`config.mk`:
```
export PLATFORM = sky130hd
export DESIGN_NAME = acs_top
export DESIGN_NICKNAME = d
export VERILOG_FILES = /design/src/logic/acs_pkg.sv /design/src/logic/acs_core_if.sv /design/src/logic/acs_sample_lut.sv /design/src/logic/acs_top.sv
export SDC_FILE = /design/constraint.sdc
export NUM_CORES = 1
export LEC_CHECK = 0
export ABC_CLOCK_PERIOD_IN_PS = 5200
export BUFFER_PORTS_ARGS = -buffer_cell sky130_fd_sc_hd__buf_2
export CAP_MARGIN = 0
export CORE_ASPECT_RATIO = 2
export CORE_MARGIN = 2
export CORE_UTILIZATION = 55
export CTS_BUF_LIST = sky130_fd_sc_hd__clkbuf_8 sky130_fd_sc_hd__clkbuf_16
export CTS_CLUSTER_SIZE = 10
export DETAILED_ROUTE_END_ITERATION = 10
export PLACE_DENSITY = 0.74
export SLEW_MARGIN = 15
export SYNTH_ARGS = -nofsm -noshare
export SYNTH_HDL_FRONTEND = slang
export SYNTH_SLANG_ARGS = --single-unit
export TNS_END_PERCENT = 50
```
`constraint.sdc`:
```
create_clock -name mclk_i -period 5.2 [get_ports mclk_i]
set_clock_uncertainty 0.15 [all_clocks]
set_input_delay 1.04 -clock mclk_i [delete_from_list [all_inputs] [get_ports mclk_i]]
set_output_delay 1.04 -clock mclk_i [all_outputs]
set_load 0.01 [all_outputs]
```
`src/logic/acs_pkg.sv`:
```
package acs_pkg;
  localparam logic [7:0] ACS_OFF_CTL1 = 8'h08;
  localparam logic [7:0] ACS_OFF_SAMPT_INT = 8'h0c;
  localparam logic [7:0] ACS_OFF_SAMPT_EXT = 8'h10;
  localparam logic [7:0] ACS_OFF_STATE = 8'h14;
  localparam logic [7:0] ACS_OFF_RESULT = 8'h18;
  localparam logic [31:0] ACS_RESET_VALUE = 32'h00000000;
  localparam int ACS_BIT_INT_EN = 23;
  localparam int ACS_BIT_SWSTART = 22;
  localparam int ACS_BIT_TRIG_EN = 20;
  localparam int ACS_TSEL_HI = 19;
  localparam int ACS_TSEL_LO = 17;
  localparam int ACS_BIT_ALIGN = 11;
  localparam int ACS_BIT_DMA = 8;
  localparam int ACS_BIT_CALRST = 3;
  localparam int ACS_BIT_CAL = 2;
  localparam int ACS_BIT_CONT = 1;
  localparam int ACS_BIT_ON = 0;
  localparam logic [31:0] ACS_CTL1_MASK = 32'h00de090f;
  localparam logic [31:0] ACS_SAMPT_INT_MASK = 32'h00fc0000;
  localparam logic [31:0] ACS_SAMPT_EXT_MASK = 32'h3fffffff;
  localparam logic [2:0] ACS_TSEL_SOFT = 3'h7;
  localparam logic [2:0] ACS_TSEL_RESV = 3'h3;
  localparam int ACS_STAB_CYCLES = 64;
  localparam int ACS_CALRST_CYCLES = 4;
  localparam int ACS_CAL_CYCLES = 83;
  localparam int ACS_CONV_CYCLES = 13;
  localparam int ACS_CLK_DIV = 4;
  localparam int ACS_CNT_W = 12;
  typedef enum logic [2:0] {
    ACS_OFF = 3'b000,
    ACS_STAB = 3'b001,
    ACS_IDLE = 3'b010,
    ACS_SAMPLE = 3'b011,
    ACS_CONVERT = 3'b100,
    ACS_CALRST = 3'b101,
    ACS_CAL = 3'b110
  } acs_state_t;
endpackage

```
`src/logic/acs_core_if.sv`:
```
`timescale 1ns/1ps
`default_nettype none
interface acs_core_if;
  logic [4:0] chan;
  logic [2:0] sel;
  logic [11:0] half_cycles;
  modport ctl (output chan, output sel, input half_cycles);
  modport lut (input chan, input sel, output half_cycles);
endinterface
`default_nettype wire

```
`src/logic/acs_sample_lut.sv`:
```
`timescale 1ns/1ps
`default_nettype none
module acs_sample_lut
  import acs_pkg::*;
(
  acs_core_if.lut core
);
  // sampling time in half converter cycles, so x.5 stays exact
  always_comb begin
    case (core.sel)
      3'h0: core.half_cycles = 12'h003;
      3'h1: core.half_cycles = 12'h00f;
      3'h2: core.half_cycles = 12'h01b;
      3'h3: core.half_cycles = 12'h039;
      3'h4: core.half_cycles = 12'h053;
      3'h5: core.half_cycles = 12'h06f;
      3'h6: core.half_cycles = 12'h08f;
      3'h7: core.half_cycles = 12'h1df;
      default: core.half_cycles = 12'h003;
    endcase
  end
endmodule // acs_sample_lut
`default_nettype wire

```
`src/logic/acs_top.sv`:
```
// The plain strobed port was left to the implementer.
`timescale 1ns/1ps
`default_nettype none
module acs_top
  import acs_pkg::*;
#(
  parameter int STAB_CYCLES = ACS_STAB_CYCLES,
  parameter int CLK_DIV = ACS_CLK_DIV
) (
  input wire logic mclk_i,
  input wire logic resetn_i,
  input wire logic [7:0] addr_i,
  input wire logic [31:0] wdata_i,
  input wire logic wr_i,
  input wire logic rd_i,
  output logic [31:0] rdata_o,
  input wire logic [6:0] trig_pin_i,
  input wire logic [4:0] chan_i,
  input wire logic [11:0] adc_data_i,
  output logic adc_power_o,
  output logic adc_sample_o,
  output logic [4:0] adc_chan_o,
  output logic internal_channel_enable_o,
  output logic [15:0] result_o,
  output logic result_valid_o,
  output logic dma_req_o
);
  logic [31:0] ctl1_reg;
  logic [31:0] sampt_int_reg;
  logic [31:0] sampt_ext_reg;
  logic [31:0] rdata_reg;
  logic [15:0] result_reg;
  logic result_valid_reg;
  logic dma_req_reg;
  logic [6:0] trig_s1_reg;
  logic [6:0] trig_s2_reg;
  logic [6:0] trig_s3_reg;
  logic [ACS_CNT_W-1:0] div_cnt_reg;
  logic tick;
  acs_state_t state_reg;
  logic [ACS_CNT_W-1:0] cnt_reg;
  logic [4:0] chan_reg;
  logic start_req;
  logic sw_start;
  logic ext_start;
  logic on_rewrite;
  logic ctl1_wr;
  logic sample_done;
  logic conv_done;
  logic [2:0] tsel;
  logic [6:0] trig_rise;
  acs_core_if core ();

  function automatic logic [2:0] acs_field(input logic [31:0] r, input int lsb);
    acs_field = 3'((r >> lsb) & 32'h7);
  endfunction

  assign tsel = ctl1_reg[ACS_TSEL_HI:ACS_TSEL_LO];
  assign ctl1_wr = wr_i && (addr_i == ACS_OFF_CTL1);

  // converter clock enable derived from mclk
  always_ff @(posedge mclk_i or negedge resetn_i) begin
    if (!resetn_i) begin
      div_cnt_reg <= '0;
    end else if (div_cnt_reg == ACS_CNT_W'(CLK_DIV - 1)) begin
      div_cnt_reg <= '0;
    end else begin
      div_cnt_reg <= div_cnt_reg + 1'b1;
    end
  end
  assign tick = (div_cnt_reg == ACS_CNT_W'(CLK_DIV - 1));

  // trigger pins: two-flop sync, then rising edge on synced copies
  always_ff @(posedge mclk_i or negedge resetn_i) begin
    if (!resetn_i) begin
      trig_s1_reg <= '0;
      trig_s2_reg <= '0;
      trig_s3_reg <= '0;
    end else begin
      trig_s1_reg <= trig_pin_i;
      trig_s2_reg <= trig_s1_reg;
      trig_s3_reg <= trig_s2_reg;
    end
  end
  assign trig_rise = trig_s2_reg & ~trig_s3_reg;

  always_comb begin
    ext_start = 1'b0;
    if (ctl1_reg[ACS_BIT_TRIG_EN] && tsel != ACS_TSEL_SOFT && tsel != ACS_TSEL_RESV) begin
      ext_start = trig_rise[tsel];
    end
  end
  assign sw_start = ctl1_reg[ACS_BIT_SWSTART] && (tsel == ACS_TSEL_SOFT);
  assign on_rewrite = ctl1_wr && ctl1_reg[ACS_BIT_ON] && wdata_i[ACS_BIT_ON]
    && ((wdata_i & ACS_CTL1_MASK) == ctl1_reg);
  assign start_req = sw_start || ext_start || on_rewrite;

  // sample-time field of the selected channel
  always_comb begin
    core.chan = chan_reg;
    if (chan_reg == 5'h10) begin
      core.sel = acs_field(sampt_int_reg, 18);
    end else if (chan_reg == 5'h11) begin
      core.sel = acs_field(sampt_int_reg, 21);
    end else if (chan_reg < 5'h0a) begin
      core.sel = acs_field(sampt_ext_reg, 3 * int'(chan_reg));
    end else begin
      core.sel = 3'h0;
    end
  end
  acs_sample_lut u_lut (
    .core(core)
  );

  // sample ticks so far, doubled, against the half-cycle count: x.5 rounds up
  assign sample_done = tick && ({cnt_reg, 1'b0} + 13'h002 >= {1'b0, core.half_cycles});
  assign conv_done = tick && (cnt_reg == ACS_CNT_W'(1));

  // converter sequencer
  always_ff @(posedge mclk_i or negedge resetn_i) begin
    if (!resetn_i) begin
      state_reg <= ACS_OFF;
      cnt_reg <= '0;
      chan_reg <= '0;
    end else if (!ctl1_reg[ACS_BIT_ON]) begin
      state_reg <= ACS_OFF;
      cnt_reg <= '0;
    end else begin
      case (state_reg)
        ACS_OFF: begin
          state_reg <= ACS_STAB;
          cnt_reg <= ACS_CNT_W'(STAB_CYCLES);
        end
        ACS_STAB: begin
          if (tick) begin
            if (cnt_reg <= ACS_CNT_W'(1)) begin
              state_reg <= ACS_IDLE;
            end else begin
              cnt_reg <= cnt_reg - 1'b1;
            end
          end
        end
        ACS_IDLE: begin
          if (ctl1_reg[ACS_BIT_CALRST]) begin
            state_reg <= ACS_CALRST;
            cnt_reg <= ACS_CNT_W'(ACS_CALRST_CYCLES);
          end else if (ctl1_reg[ACS_BIT_CAL]) begin
            state_reg <= ACS_CAL;
            cnt_reg <= ACS_CNT_W'(ACS_CAL_CYCLES);
          end else if (start_req) begin
            state_reg <= ACS_SAMPLE;
            chan_reg <= chan_i;
            cnt_reg <= '0;
          end
        end
        ACS_SAMPLE: begin
          // counts sample ticks up from zero for the latched channel
          if (sample_done) begin
            state_reg <= ACS_CONVERT;
            cnt_reg <= ACS_CNT_W'(ACS_CONV_CYCLES);
          end else if (tick) begin
            cnt_reg <= cnt_reg + 1'b1;
          end
        end
        ACS_CONVERT: begin
          if (conv_done) begin
            if (ctl1_reg[ACS_BIT_CONT]) begin
              state_reg <= ACS_SAMPLE;
              cnt_reg <= '0;
            end else begin
              state_reg <= ACS_IDLE;
            end
          end else if (tick) begin
            cnt_reg <= cnt_reg - 1'b1;
          end
        end
        ACS_CALRST, ACS_CAL: begin
          if (tick) begin
            if (cnt_reg <= ACS_CNT_W'(1)) begin
              state_reg <= ACS_IDLE;
            end else begin
              cnt_reg <= cnt_reg - 1'b1;
            end
          end
        end
        default: begin
          state_reg <= ACS_OFF;
        end
      endcase
    end
  end

  // control register; hardware clears win over a simultaneous software write
  always_ff @(posedge mclk_i or negedge resetn_i) begin
    if (!resetn_i) begin
      ctl1_reg <= ACS_RESET_VALUE;
    end else begin
      if (ctl1_wr) begin
        ctl1_reg <= wdata_i & ACS_CTL1_MASK;
      end
      if (state_reg == ACS_IDLE && sw_start && ctl1_reg[ACS_BIT_ON] && !ctl1_reg[ACS_BIT_CALRST]
          && !ctl1_reg[ACS_BIT_CAL]) begin
        ctl1_reg[ACS_BIT_SWSTART] <= 1'b0;
      end
      if (state_reg == ACS_CALRST && tick && cnt_reg <= ACS_CNT_W'(1)) begin
        ctl1_reg[ACS_BIT_CALRST] <= 1'b0;
      end
      if (state_reg == ACS_CAL && tick && cnt_reg <= ACS_CNT_W'(1)) begin
        ctl1_reg[ACS_BIT_CAL] <= 1'b0;
      end
    end
  end

  always_ff @(posedge mclk_i or negedge resetn_i) begin
    if (!resetn_i) begin
      sampt_int_reg <= ACS_RESET_VALUE;
      sampt_ext_reg <= ACS_RESET_VALUE;
    end else if (wr_i) begin
      if (addr_i == ACS_OFF_SAMPT_INT) begin
        sampt_int_reg <= wdata_i & ACS_SAMPT_INT_MASK;
      end
      if (addr_i == ACS_OFF_SAMPT_EXT) begin
        sampt_ext_reg <= wdata_i & ACS_SAMPT_EXT_MASK;
      end
    end
  end

  // result capture, alignment and dma request
  always_ff @(posedge mclk_i or negedge resetn_i) begin
    if (!resetn_i) begin
      result_reg <= '0;
      result_valid_reg <= 1'b0;
      dma_req_reg <= 1'b0;
    end else begin
      result_valid_reg <= 1'b0;
      dma_req_reg <= 1'b0;
      if (state_reg == ACS_CONVERT && conv_done) begin
        result_valid_reg <= 1'b1;
        dma_req_reg <= ctl1_reg[ACS_BIT_DMA];
        if (ctl1_reg[ACS_BIT_ALIGN]) begin
          result_reg <= {adc_data_i, 4'h0};
        end else begin
          result_reg <= {4'h0, adc_data_i};
        end
      end
    end
  end

  always_ff @(posedge mclk_i or negedge resetn_i) begin
    if (!resetn_i) begin
      rdata_reg <= '0;
    end else if (rd_i) begin
      case (addr_i)
        ACS_OFF_CTL1: rdata_reg <= ctl1_reg;
        ACS_OFF_SAMPT_INT: rdata_reg <= sampt_int_reg;
        ACS_OFF_SAMPT_EXT: rdata_reg <= sampt_ext_reg;
        ACS_OFF_STATE: rdata_reg <= {24'h0, chan_reg, state_reg};
        ACS_OFF_RESULT: rdata_reg <= {16'h0, result_reg};
        default: rdata_reg <= '0;
      endcase
    end else begin
      rdata_reg <= '0;
    end
  end

  assign rdata_o = rdata_reg;
  assign adc_power_o = ctl1_reg[ACS_BIT_ON];
  assign adc_sample_o = (state_reg == ACS_SAMPLE);
  assign adc_chan_o = chan_reg;
  assign internal_channel_enable_o = ctl1_reg[ACS_BIT_INT_EN];
  assign result_o = result_reg;
  assign result_valid_o = result_valid_reg;
  assign dma_req_o = dma_req_reg;
endmodule // acs_top
`default_nettype wire

```
==> qor.json <==
{
  "arrival_ns": 4.85,
  "critPathLaunch": "adc_chan_o[0]$_DFFE_PN0P_",
  "worstReg2RegEnd": "state_reg[0]$_DFFE_PN0P_",
  "clk_path_buf_depth": 2,
  "flop_and_latch_count_out_of_synthesis": 146,
  "r2r-start": "adc_chan_o[0]$_DFFE_PN0P_",
  "grt_pass1_vias": 6274,
  "grt_first_pass_wirelength_um": 32700,
  "timing.hold.worst.class": "register to register",
  "clkSlewWorstSetupHoldPaths_ns": 0.07,
  "hpwl_detailed_um": 14900,
  "finalSetupViolations": 0,
  "synth_top_family_by_area": "simple AND/OR/NAND/NOR gates",
  "postCtsSetupBuffers": 0,
  "area_leader_netlist": "dfrtp_1",
  "drc": 0,
  "gp_routability_congestion": 0.924,
  "finalHoldViolCount": 0,
  "drv.max_cap_violation_count": 0,
  "tightestPinTransition_ns": 1.00,
  "critical_path_class": "register to register",
  "synthesis.area_um2": 7520,
  "fin_hold_ws_ns": 0.200,
  "synth_area_per_cell_um2": 10.5,
  "cts_tree": "built",
  "post_synth_xor_area_fraction": 0.0338,
  "dpl_worst_slack_ns": 0.699,
  "routed_wire_length_um": 20400,
  "p_leak_uw": 0.00438,
  "stdcell_count": 987,
  "rows": 60,
  "firstDrtPassIters": 5,
  "cts-buffers-inserted": 17,
  "maxSlewHeadroom": 0.331,
  "synth_edf_count": 0,
  "cts_hold_buffers": 0,
  "vdd_ir_drop_max_mv": 0.251,
  "antenna_violations_before_repair": 1,
  "overall_die_area_um2": 14700,
  "overflow": 0,
  "detailroute.via_count": 6230,
  "later_pin_clock_latency_in_the_skew_report_ns": 0.43,
  "postSynth.topFlopCell": "dfrtp_1",
  "clk_root_buffer_cell": "clkbuf_16",
  "grt_setup_unrepaired": "false",
  "gr-usage-all-layers": 0.292,
  "rrSetupSlack_ns": 0.56,
  "grt_start_max_net_pins": 118,
  "cp-end-kind": "register",
  "synthMostInstantiatedCell": "dfrtp_1",
  "finish.net_count": 901,
  "synth_seq_area_share": 0.486,
  "timing_max_transition_violations_final": 0,
  "placeableCoreArea_um2": 13400,
  "drtIter0Drc": 563,
  "powerDensity_nw_per_um2": 290,
  "yosys.area_share.adder": 0.0263,
  "wire_length_per_cell_um": 20.7,
  "floorplan.die.width_um": 86.7,
  "worst_setup_path_endpoint": "state_reg[0]$_DFFE_PN0P_",
  "synth_compound_area_frac": 0.131,
  "initial_utilization": 0.560,
  "fmax_mhz": 216,
  "post_synth_top_cells": "dfrtp_1, nor2_1, mux2_2",
  "floorplan.io_pins": 126,
  "worst_ep_required_time_ns": 5.41,
  "yosys.cell_types.count": 76,
  "number_of_synthesis_warnings": 0,
  "totalNegativeSetupSlack_ns": 0,
  "ant_nets": 0,
  "yosys.area_share.simple": 0.173,
  "reg2regPathDepth": 17,
  "asyncSetResetFlopFracSynth": 1.00,
  "fin_crit_sh": 0.892,
  "power_uw": 2560,
  "run_status": "complete, no violations",
  "numPlacedInstances": 953,
  "vias_per_cell": 6.31,
  "syn_inst": 715,
  "cts-resized-gates": 0,
  "start_kind": "register",
  "fill_cells": 1049,
  "layout-drive-gt1-share": 0.279,
  "clock-sinks": 146,
  "synth_mux_area_frac": 0.114,
  "die_y_um": 169,
  "post-synth-top-area-fraction": 0.486,
  "critical_path_peak_fanout": 14,
  "placement.io_buffers": 120,
  "syn2layout_area_growth_pct": 17.5,
  "synth_top_cells_by_area": "dfrtp_1, mux2_2, nor2_1",
  "finalCriticalPeriod_ns": 4.64,
  "worst_slack_ns": 0.560,
  "htreeDepth": 4
}
==> metal layers <==
metal  part of all wire  GRT usage
met5                  0          0
met1               0.34      0.319
met2               0.55      0.521
met4              0.055      0.160
met3              0.051     0.0511
==> how the worst min path moves through the flow <==
stage | slack (ns) | depth (start not counted) | start | end
global route | 0.22 | 0 | trig_s1_reg[0]$_DFF_PN0_ | trig_s2_reg[0]$_DFF_PN0_
floorplan | 0.18 | 0 | trig_s1_reg[0]$_DFF_PN0_ | trig_s2_reg[0]$_DFF_PN0_
CTS | 0.20 | 0 | trig_s1_reg[2]$_DFF_PN0_ | trig_s2_reg[2]$_DFF_PN0_
finish | 0.20 | 0 | trig_s1_reg[2]$_DFF_PN0_ | trig_s2_reg[2]$_DFF_PN0_
global placement | 0.18 | 0 | trig_s1_reg[5]$_DFF_PN0_ | trig_s2_reg[5]$_DFF_PN0_
detailed placement | 0.19 | 0 | trig_s1_reg[2]$_DFF_PN0_ | trig_s2_reg[2]$_DFF_PN0_
==> area by class of cell <==
| cell class | instances | area, µm² | area share |
|---|---|---|---|
| antenna | 1 | 2.50 | 0.000283 |
| clock buffer | 17 | 425 | 0.0481 |
| clock inverter | 15 | 186 | 0.0211 |
| inverter | 18 | 67.6 | 0.00765 |
| multi-input combinational | 504 | 3600 | 0.407 |
| sequential | 146 | 3650 | 0.413 |
| tap | 155 | 194 | 0.0219 |
| timing repair buffer | 131 | 709 | 0.0803 |
==> layout by cell type, fill, tap and decap left out, types with 15 or more instances in the layout <==
master     count
ha_1          15
nand2_1       49
inv_1         17
xor2_1        16
dfrtp_1      146
clkbuf_16     17
o21ai_1       21
mux2_2        53
mux2i_1       17
nor2_1        61
nand3_1       24
nor3_1        16
a22oi_1       20
and3_1        22
o21ai_0       16
buf_2        119
==> through the flow <==
step                      instance area, µm²  utilization
after global placement                  8190        0.610
after global routing                    8840        0.658
final                                   8840        0.658
after detailed placement                8190        0.610
after CTS                               8810        0.655
after floorplan                         7530            -
==> cells by family after synthesis <==
group | count (synthesis)
simple gates | 240
buf+inv | 66
flops | 146
compound gates | 143
fa+ha+maj | 16
other cells | 1
xor+xnor | 29
mux | 74
==> critical path: stages (launching register included) <==
cell	delay (ns)
dfrtp_1	0.79
mux2i_1	0.17
or3_1	0.34
a21oi_1	0.17
o211ai_1	0.11
a21oi_1	0.34
inv_1	0.14
ha_1	0.23
nand2b_1	0.14
ha_1	0.29
nand4_1	0.13
a211oi_1	0.27
o311ai_0	0.20
nand3_1	0.18
o22ai_1	0.09
buf_4	0.19
or4_1	0.53
nand3_1	0.09
==> power breakdown <==
part | total [µW] | switching (µW) | internal, µW | leakage (µW)
sequential | 1190 | 29.1 | 1160 | 0.00189
combinational | 149 | 84.5 | 65.0 | 0.00220
clock | 1220 | 569 | 651 | 0.000296
total | 2560 | 683 | 1880 | 0.00438
No activity file was read; power rests on OpenSTA's default activity.
